**config.mk**
```make
export PLATFORM = sky130hd
export DESIGN_NAME = sbp_bank
export DESIGN_NICKNAME = d
export VERILOG_FILES = /design/src/sbp_pkg.sv /design/src/sbp_bank.sv /design/src/sbp_chan.sv
export VERILOG_INCLUDE_DIRS = /design/src
export SDC_FILE = /design/constraint.sdc
export NUM_CORES = 1
export LEC_CHECK = 0
export BUFFER_PORTS_ARGS = -buffer_cell sky130_fd_sc_hd__buf_4
export CAP_MARGIN = 20
export CORE_UTILIZATION = 58
export DETAILED_ROUTE_END_ITERATION = 7
export PLACE_DENSITY_LB_ADDON = 0.1
export REMOVE_ABC_BUFFERS = 1
export SLEW_MARGIN = 20
export SYNTH_ARGS = -nofsm -noshare
export SYNTH_HDL_FRONTEND = slang
export SYNTH_SLANG_ARGS = --single-unit
```
**constraint.sdc**
```tcl
create_clock -name clock -period 2.8 [get_ports clock]
set_input_delay 0.42 -clock clock [delete_from_list [all_inputs] [get_ports clock]]
set_output_delay 0.42 -clock clock [all_outputs]
set_load 0.03 [all_outputs]
```
**src/sbp_cfg.svh**
```systemverilog
// Constants for the six-bit modulator bank: register addresses, field positions,
// reset values and timing counts. Assumes a 100 MHz processor clock.
`ifndef SBP_CFG_SVH
`define SBP_CFG_SVH

// Prescaler terminal count: divide by four
`define SBP_PRE_LAST 2'h3
// Counter width and period in counter clocks
`define SBP_CTR_W 6
`define SBP_PERIOD 64
// Register addresses: channels 0-3 then 4-7
`define SBP_ADDR_LO 8'hd4
`define SBP_ADDR_HI 8'hdc
// Control register fields
`define SBP_EN_BIT 7
`define SBP_DUTY_MSB 5
// Reset value of each control register
`define SBP_CTRL_RST 8'h00
// Edge delays in counter clocks per group
`define SBP_DLY_NONE 0
`define SBP_DLY_ONE 1
`define SBP_DLY_TWO 2

`endif

```
**src/sbp_pkg.sv**
```systemverilog
// Types shared by the six-bit modulator bank.
// Assumes sbp_cfg.svh for field widths.
`include "sbp_cfg.svh"

package sbp_pkg;

  // One channel control register
  typedef struct packed {
    logic en;
    logic [`SBP_CTR_W-1:0] duty;
  } sbp_chan_s;

  // Open-drain pin drive
  typedef struct packed {
    logic out;
    logic oe;
  } sbp_pin_s;

endpackage

```
**src/sbp_bank.sv**
```systemverilog
// Bank of eight six-bit modulators plus the stagger stage of the hi-res output.
// Assumes a processor special-function write/read port on the same clock and
// port latches and the hi-res modulator level from logic on that clock.
`include "sbp_cfg.svh"

module sbp_bank (
  // Clock and reset
  input wire logic clock,
  input wire logic rst_n,
  // Special-function register port
  input wire logic [7:0] sfr_addr,
  input wire logic sfr_we,
  input wire logic [7:0] sfr_wdata,
  output logic sfr_hit,
  output logic [7:0] sfr_rdata,
  // Port latches sharing the pins
  input wire logic [7:0] port0_latch,
  input wire logic port1_bit3_latch,
  // High-resolution modulator link
  input wire logic hires_enable,
  input wire logic hires_level,
  output logic ctr_tick,
  output logic [`SBP_CTR_W-1:0] ctr_value,
  // Open-drain pins
  output sbp_pkg::sbp_pin_s [7:0] port0_pin,
  output sbp_pkg::sbp_pin_s port1_bit3_pin
);

  // Eight lo-res channels; the hi-res output is instanced on its own
  localparam int NCH = 8;

  logic [1:0] pre_q;
  logic [`SBP_CTR_W-1:0] ctr_q;
  logic [`SBP_CTR_W-1:0] ctr_next;
  logic tick;
  sbp_pkg::sbp_chan_s ctrl_q [NCH];
  logic [NCH-1:0] sel;
  logic [2:0] sel_idx;
  logic [7:0] rd_d;
  logic [7:0] rdata_q;
  sbp_pkg::sbp_pin_s chan_pin [NCH];
  sbp_pkg::sbp_chan_s hires_ctrl;
  logic lo_blk;
  logic hi_blk;

  // Counter clock enable: every fourth processor clock
  assign tick = (pre_q == `SBP_PRE_LAST);
  // Next count feeds the compares so each output flop lines up with the count
  assign ctr_next = ctr_q + `SBP_CTR_W'(1);

  always_ff @(posedge clock or negedge rst_n) begin
    if (!rst_n) begin
      pre_q <= 2'h0;
    end else begin
      pre_q <= pre_q + 2'h1;
    end
  end

  // Shared counter, cleared by reset
  always_ff @(posedge clock or negedge rst_n) begin
    if (!rst_n) begin
      ctr_q <= '0;
    end else if (tick) begin
      ctr_q <= ctr_next;
    end
  end

  assign ctr_tick = tick;
  assign ctr_value = ctr_q;

  // Register decode: channels 0-3 low block, 4-7 high block
  // Each block spans four addresses, so the top six bits pick the block
  assign lo_blk = (sfr_addr[7:2] == 6'(`SBP_ADDR_LO >> 2));
  assign hi_blk = (sfr_addr[7:2] == 6'(`SBP_ADDR_HI >> 2));
  assign sel_idx = {hi_blk, sfr_addr[1:0]};
  assign sfr_hit = lo_blk || hi_blk;

  // Per-channel control register and output
  generate
    for (genvar i = 0; i < NCH; i++) begin : g_ch
      assign sel[i] = sfr_hit && (sel_idx == 3'(i));

      always_ff @(posedge clock or negedge rst_n) begin
        if (!rst_n) begin
          ctrl_q[i] <= '0;
        end else if (sfr_we && sel[i]) begin
          ctrl_q[i].en <= sfr_wdata[`SBP_EN_BIT];
          ctrl_q[i].duty <= sfr_wdata[`SBP_DUTY_MSB:0];
        end
      end

      sbp_chan #(
        .DELAY(i / 3),
        .HIRES(1'b0)
      ) u_chan (
        .clock(clock),
        .rst_n(rst_n),
        .tick(tick),
        .ctr_next(ctr_next),
        .ctrl(ctrl_q[i]),
        .hires_level(1'b0),
        .latch_bit((i == 0) ? port1_bit3_latch : port0_latch[i]),
        .pin(chan_pin[i])
      );
    end
  endgenerate

  // Hi-res output joins the two-clock-delay group
  // Its duty field is unused: the level arrives ready-made from outside
  assign hires_ctrl = '{en: hires_enable, duty: '0};

  sbp_chan #(
    .DELAY(`SBP_DLY_TWO),
    .HIRES(1'b1)
  ) u_hires (
    .clock(clock),
    .rst_n(rst_n),
    .tick(tick),
    .ctr_next(ctr_next),
    .ctrl(hires_ctrl),
    .hires_level(hires_level),
    .latch_bit(port0_latch[0]),
    .pin(port0_pin[0])
  );

  // Pin map: channel 0 on port 1 bit 3, channels 1-7 on port 0 bits 1-7
  assign port1_bit3_pin = chan_pin[0];
  generate
    for (genvar p = 1; p < NCH; p++) begin : g_pin
      assign port0_pin[p] = chan_pin[p];
    end
  endgenerate

  // Read data: reserved bit 6 reads zero, unmapped reads zero
  assign rd_d = sfr_hit ? {ctrl_q[sel_idx].en, 1'b0, ctrl_q[sel_idx].duty} : 8'h00;

  always_ff @(posedge clock or negedge rst_n) begin
    if (!rst_n) begin
      rdata_q <= 8'h00;
    end else begin
      rdata_q <= rd_d;
    end
  end

  assign sfr_rdata = rdata_q;

  // Every channel register comes out of reset disabled with zero duty
  generate
    for (genvar r = 0; r < NCH; r++) begin : g_rst_chk

    end
  endgenerate

  // Channels 1-7 sit on the port 0 bit of the same number
  generate
    for (genvar p = 1; p < NCH; p++) begin : g_map_chk

    end
  endgenerate
endmodule

```
**src/sbp_chan.sv**
```systemverilog
// One modulator output: compare flip-flop, edge-delay stage and pin select.
// Assumes tick and ctr_next come from the shared counter in the same clock.
`include "sbp_cfg.svh"

module sbp_chan #(
  parameter int DELAY = 0,
  parameter bit HIRES = 1'b0
) (
  // Clock and reset
  input wire logic clock,
  input wire logic rst_n,
  // Shared counter
  input wire logic tick,
  input wire logic [`SBP_CTR_W-1:0] ctr_next,
  // Control and alternate sources
  input wire sbp_pkg::sbp_chan_s ctrl,
  input wire logic hires_level,
  input wire logic latch_bit,
  // Pin
  output sbp_pkg::sbp_pin_s pin
);

  logic raw_q;
  logic raw_d;
  logic [1:0] dly_q;
  logic level;
  logic oe_q;
  logic match;
  logic wrap;

  // Compare and wrap decode
  assign match = (ctr_next == ctrl.duty);
  assign wrap = (ctr_next == '0);
  // Clear wins over set, so a zero duty stays low all period
  assign raw_d = HIRES ? hires_level :
                 (match ? 1'b0 :
                 (wrap ? 1'b1 : raw_q));
  // Delayed copies picked by group
  assign level = (DELAY == `SBP_DLY_NONE) ? raw_q :
                 (DELAY == `SBP_DLY_ONE) ? dly_q[0] : dly_q[1];

  // Output flip-flop and delay line step on the counter clock
  always_ff @(posedge clock or negedge rst_n) begin
    if (!rst_n) begin
      raw_q <= 1'b0;
      dly_q <= 2'h0;
    end else if (tick) begin
      raw_q <= raw_d;
      dly_q <= {dly_q[0], raw_q};
    end
  end

  // Pin owner: channel when enabled, port latch otherwise
  always_ff @(posedge clock or negedge rst_n) begin
    if (!rst_n) begin
      oe_q <= 1'b0;
    end else begin
      oe_q <= ctrl.en ? ~level : ~latch_bit;
    end
  end

  assign pin.out = 1'b0;
  assign pin.oe = oe_q;

  generate
    if (!HIRES) begin : g_chk

    end
  endgenerate
endmodule

```
==> results of run 1 <==
-- power by group through the flow --
stage	logic, mW	clock network, mW	registers [mW]
2_1_floorplan	0.137	0	1.53
3_3_place_gp	0.257	0	1.53
3_5_place_dp	0.262	0	1.53
4_1_cts	0.262	0.893	1.50
5_1_grt	0.283	0.935	1.51
6_report	0.259	0.879	1.50
-- cell usage in the layout, fill, tap and decap left out, types with 2 or more instances in the layout --
| master | netlist | layout |
|---|---|---|
| dfrtp_1 | 98 | 98 |
| conb_1 | 1 | 10 |
| xnor3_1 | 8 | 8 |
| inv_8 | 0 | 2 |
| nand3_1 | 11 | 11 |
| inv_6 | 0 | 2 |
| nor3_2 | 3 | 3 |
| clkinvlp_4 | 0 | 2 |
| mux2_4 | 7 | 7 |
| clkbuf_8 | 0 | 9 |
| nor3_4 | 3 | 3 |
| xor2_2 | 2 | 2 |
| mux4_2 | 14 | 14 |
| mux2i_1 | 9 | 9 |
| ha_1 | 2 | 2 |
| xor2_1 | 18 | 18 |
| nor3_1 | 8 | 8 |
| buf_4 | 19 | 63 |
| o22ai_1 | 7 | 7 |
| nand4_1 | 3 | 3 |
| inv_1 | 16 | 16 |
| mux2_2 | 60 | 60 |
| o32a_1 | 8 | 8 |
| nand2_1 | 3 | 3 |
| xnor2_1 | 35 | 35 |
-- registers in the layout (all words and copies together) (netlist names) --
name and count:
sfr_rdata 7, u_hires.oe_q 1, pre_q 2, u_hires.raw_q 1
g_ch.u_chan.dly_q 7, g_ch.u_chan.level 3, u_hires.dly_q 2, g_ch.u_chan.raw_q 5
ctrl_q 56, g_ch.u_chan.oe_q 8, ctr_value 6
-- layout make-up --
| cell class | count | area (um2) |
|---|---|---|
| fill | 607 | 2678 |
| sequential | 98 | 2452 |
| timing repair buffer | 64 | 493.0 |
| tap | 105 | 131.4 |
| multi-input combinational | 222 | 2338 |
| clock buffer | 9 | 123.9 |
| clock inverter | 7 | 60.06 |
| inverter | 17 | 63.81 |
-- layer usage --
| layer | GRT usage | vias to the layer above |
|---|---|---|
| met5 | 0 | - |
| met4 | 0.06818 | 0 |
| met3 | 0.03110 | 11 |
| met2 | 0.3571 | 91 |
| met1 | 0.3793 | 1484 |
| li1 | - | 1343 |
-- worst paths after layout --
path                                 from                    to  slack, ns  cells past startpoint
min reg2reg                      pre_q[0]              pre_q[0]       0.43                      1
min in group clock         port0_latch[6]   g_ch[6].u_chan.oe_q       0.21                      2
max reg2reg                  ctr_value[1]  g_ch[3].u_chan.raw_q       0.72                      5
min                                 rst_n          sfr_rdata[3]       0.07                      1
max in group asynchronous           rst_n            ctrl_q[23]       2.03                      2
max                          ctr_value[1]  g_ch[3].u_chan.raw_q       0.72                      5
-- metrics by stage --
| step | instance area, um2 | power, mW | std cells | hold slack [ns] |
|---|---|---|---|---|
| floorplan | 4855 | 1.672 | 337 | 0.1244 |
| global placement | 5479 | 1.783 | 506 | 0.4118 |
| detailed placement | 5479 | 1.791 | 506 | 0.4169 |
| CTS | 5663 | 2.657 | 522 | 0.09374 |
| global route | 5663 | 2.727 | 522 | 0.1209 |
| finish | 5663 | 2.639 | 522 | 0.07385 |
-- logic make-up after synthesis --
| family | count (synthesis) | synth area share |
|---|---|---|
| adder cells (fa/ha/maj) | 2 | 0.004950 |
| AND/OR/NAND/NOR | 41 | 0.05545 |
| buffers and inverters | 53 | 0.05891 |
| flip-flops | 98 | 0.4851 |
| other | 1 | 0.0007419 |
| XOR/XNOR | 63 | 0.1339 |
| AO/OA/AOI/OAI | 16 | 0.02624 |
| multiplexers | 90 | 0.2347 |
==> metrics.csv, run 1 <==
metric,value,unit
initial_utilization,0.6061,
drcViolationCount,0,
fmaxAchievable,481.5,MHz
wl_met1,4774,um
ys_seq_elements,98,
cts_resized,0,
critPathCaptureType,flip-flop,
synth.cell_area,5055,um2
gp_congestion,0.8095,
cellPowerDensity,466.0,nW/um2
p_int,1.932,mW
yosys_warnings,0,
synth-edff-count,0,
p_leak,2.716,nW
htree_num_levels,3,
synth_common_cells,"98 x dfrtp_1, 60 x mux2_2, 35 x xnor2_1, 19 x buf_4, 18 x xor2_1",
area_growth,12.03,%
fp.coreArea,8341,um2
drt_iter0_markers,231,
clkPwrFrac,0.333,
cts_buffer_depth,2,
p_switching,0.7067,mW
cts_tree,done,
seqPwrFrac,0.569,
synth_top_cell_by_area,dfrtp_1,
die_w,95.36,um
holdBufCountCts,0,
status,completed,
dr_total_vias,2929,
crit_type,flip-flop to flip-flop,
fin_util,0.6790,
critPathRequiredTime,3.06,ns
cp_num_buf_inv,0,
wirelength,10100,um
cts_buffers,9,
ys_types,37,
cp_data_arrival_time,2.33,ns
clock_skew,0.01338,ns
ioPinCount,64,
first_pass_iters,4,
layout-drive-gt1-share,0.4149,
fin_ws,0.7232,ns
path_clk_slew,0.10,ns
cp_slowest_stage_delay,0.57,ns
path_max_fanout,9,
wl_met2,4645,um
cts_root_buf,clkbuf_8,
fin_nets,444,
diodes,0,
dieArea,9093,um2
yosys.area.top_type_share,0.4851,
yosys-top-cells-area,"dfrtp_1 49%, mux2_2 13%, mux4_2 6.2%, xnor2_1 6.1%, xnor3_1 3.6%",
wl_met3,578,um
max_slew_margin,0.5637,
drv_slew,0,
rsz0062_at_grt,false,
clock_latency,0.37,ns
routed_via_density,5.611,
min_path_type,input pin to asynchronous set/reset pin,
avgSynthCellArea,13.89,um2
cap_viol_max_count,0,
grt_pass1_vias,2787,
ant_nets,0,
setup_viol_count_final,0,
post-cts-setup-buffer-count,0,
grt_antenna_before_repair,0,
chipHeight,95.36,um
grt_max_degree,51,
top_layer,met4,
wire_per_inst,19.35,um
synthArstFlopShare,1.000,
crit_path_start_kind,flip-flop,
cts_sinks,98,
cpMaxStageDelayCell,ha_1,
crit_chain,"ha_1, xor2_1, nor3_1, nand3_1, o32a_1",
finalCritPeriodShare,0.7417,
pre_cts_slack,0.5207,ns
hold_viol_final,0,
grt_pass1_wl,15570,um
globalRoute.totalOverflow,0,
rows,33,
power_frac_comb,0.098,
fin_tns_setup,0,ns
worstMarginPinSlew,0.6545,ns
yosysMostFrequentCell,dfrtp_1,
period_needed,2.077,ns
swShare,0.2678,
grt_usage,0.2430,
path_delay_family,adder cells,
ys_seq_area_frac,0.4851,
synth-main-ff-cell,dfrtp_1,
port_buffers,52,
max-vdd-ir-drop,302.9,uV
netlist_instances,364,
dp_hpwl,6830,um
(Power assumes the default switching activity.)
==> inputs of run 2 (changes only) <==
==> constraint.sdc (replaced) <==
create_clock -name clock -period 2 [get_ports clock]
set_input_delay 0.3 -clock clock [delete_from_list [all_inputs] [get_ports clock]]
set_output_delay 0.3 -clock clock [all_outputs]
set_load 0.03 [all_outputs]
==> run 2 against run 1 <==
  * Combinational power increased by 46%
  * Non-clock buffer count increased by 14
  * Global-route usage increased by 1.5 points
  * Wire length increased by 4.0%
  * Sequential cell count unchanged
==> metrics.csv, run 2 (synthesized netlist as in run 1, its figures left out) <==
metric,value,unit
post-cts-setup-buffer-count,0,
max_slew_margin,0.5673,
fp.coreArea,8341,um2
globalRoute.totalOverflow,0,
p_total,3.658,mW
stdcell_area,5817,um2
chipHeight,95.36,um
top_register,ctrl_q,
pre_cts_slack,0.02109,ns
dp.cells,519,
fin_tns_setup,0,ns
area_growth,15.07,%
wire_per_inst,19.65,um
cp_data_arrival_time,2.18,ns
setup_viol_count_final,0,
placed_area,5602,um2
die_w,95.36,um
reg_top3,"ctrl_q (56), g_ch.u_chan.oe_q (8)",
largest_reg_flops,56,
crit_chain,"nand3_1, xor2_2, xnor2_1, o32a_1",
p_leak,2.779,nW
fin_ws,0.07685,ns
gp_congestion,0.8211,
ioPinCount,64,
period_needed,1.923,ns
clock_skew,0.01250,ns
hold_viol_final,0,
status,completed,
cts_buffer_depth,2,
wirelength,10510,um
max-vdd-ir-drop,458.5,uV
dp_hpwl,7587,um
cts_buffers,9,
crit_path_start_kind,flip-flop,
htree_num_levels,3,
fin_hold_ws,0.08180,ns
fin_util,0.6974,
dieArea,9093,um2
grt_pass1_vias,3021,
grt_max_degree,44,
critPathCaptureType,flip-flop,
cap_viol_max_count,0,
fmaxAchievable,520.0,MHz
cp_slowest_stage_delay,0.58,ns
ant_nets,0,
cellPowerDensity,628.8,nW/um2
cp_num_buf_inv,0,
drcViolationCount,0,
initial_utilization,0.6061,
dr_total_vias,3006,
cts_root_buf,clkbuf_8,
drt_iter0_markers,122,
path_delay_family,XOR/XNOR gates,
instances_no_fill,535,
path_clk_slew,0.10,ns
mostFrequentLayoutCell,dfrtp_1,
first_pass_iters,5,
cts_sinks,98,
grt_pass1_wl,16670,um
final_cell_mix,"98 x dfrtp_1, 74 x buf_4, 60 x mux2_2, 35 x xnor2_1, 18 x xor2_1",
rows,33,
finalCritPeriodShare,0.9616,
crit_type,flip-flop to flip-flop,
cts_tree,done,
routed_via_density,5.619,
grt_antenna_before_repair,0,
fin_nets,458,
drv_slew,0,
diodes,0,
critPathRequiredTime,2.26,ns
clock_latency,0.37,ns
min_path_type,input pin to flip-flop,
worstMarginPinSlew,0.6485,ns
cpMaxStageDelayCell,dfrtp_1,
path_max_fanout,8,
layout-drive-gt1-share,0.4326,
port_buffers,52,
grt_usage,0.2576,
## run 2: cell types whose count changed in the layout (fill, tap and decap cells not counted), sizes merged
cell | before | now
clkinvlp | 2 | 4
dlygate4sd3 | 0 | 1
inv | 20 | 18
clkinv | 2 | 1
buf | 64 | 77
## run 2: path summary, 6_finish.rpt
check	depth (start not counted)	to	start	slack (ns)
max reg2reg	4	g_ch[6].u_chan.raw_q	ctr_value[2]	0.08
max in group asynchronous	3	g_ch[1].u_chan.level	rst_n	1.03
min reg2reg	1	pre_q[0]	pre_q[0]	0.44
min	2	g_ch[4].u_chan.oe_q	port0_latch[4]	0.08
min in group asynchronous	2	ctrl_q[45]	rst_n	0.39
max	4	g_ch[6].u_chan.raw_q	ctr_value[2]	0.08
## run 2: worst register-to-register path, stage by stage, from the launching register on
cell and delay (ns):
dfrtp_1 0.58, nand3_1 0.22, xor2_2 0.57, xnor2_1 0.14
o32a_1 0.30
## run 2: layout make-up
type / count / area [um2]
flip-flops and latches: 98 / 2452
multi-input cells: 222 / 2370
inverters: 17 / 63.81
well taps: 105 / 131.4
repair buffers: 78 / 625.6
clock inverters: 6 / 50.05
fillers: 608 / 2524
clock buffers: 9 / 123.9
## run 2: metal layers
layer | vias to the layer above | share of wire | global-route usage
met4 | 0 | 0.010 | 0.07323
met5 | - | 0 | 0
met2 | 83 | 0.47 | 0.3988
li1 | 1376 | - | -
met3 | 10 | 0.049 | 0.05024
met1 | 1537 | 0.47 | 0.3709
## run 2: timing repair
item	in CTS	in global routing
gates resized for setup	0	4
hold buffers	1	0
endpoints found under the setup margin	0	8
endpoints found under the hold margin	26	0
## run 2: report_power, final
group          switching [mW]  leakage (nW)  total, mW  internal (mW)
clock                   0.719        0.0759       1.18          0.458
combinational           0.188          1.39      0.378          0.190
sequential             0.0564          1.32       2.10           2.05
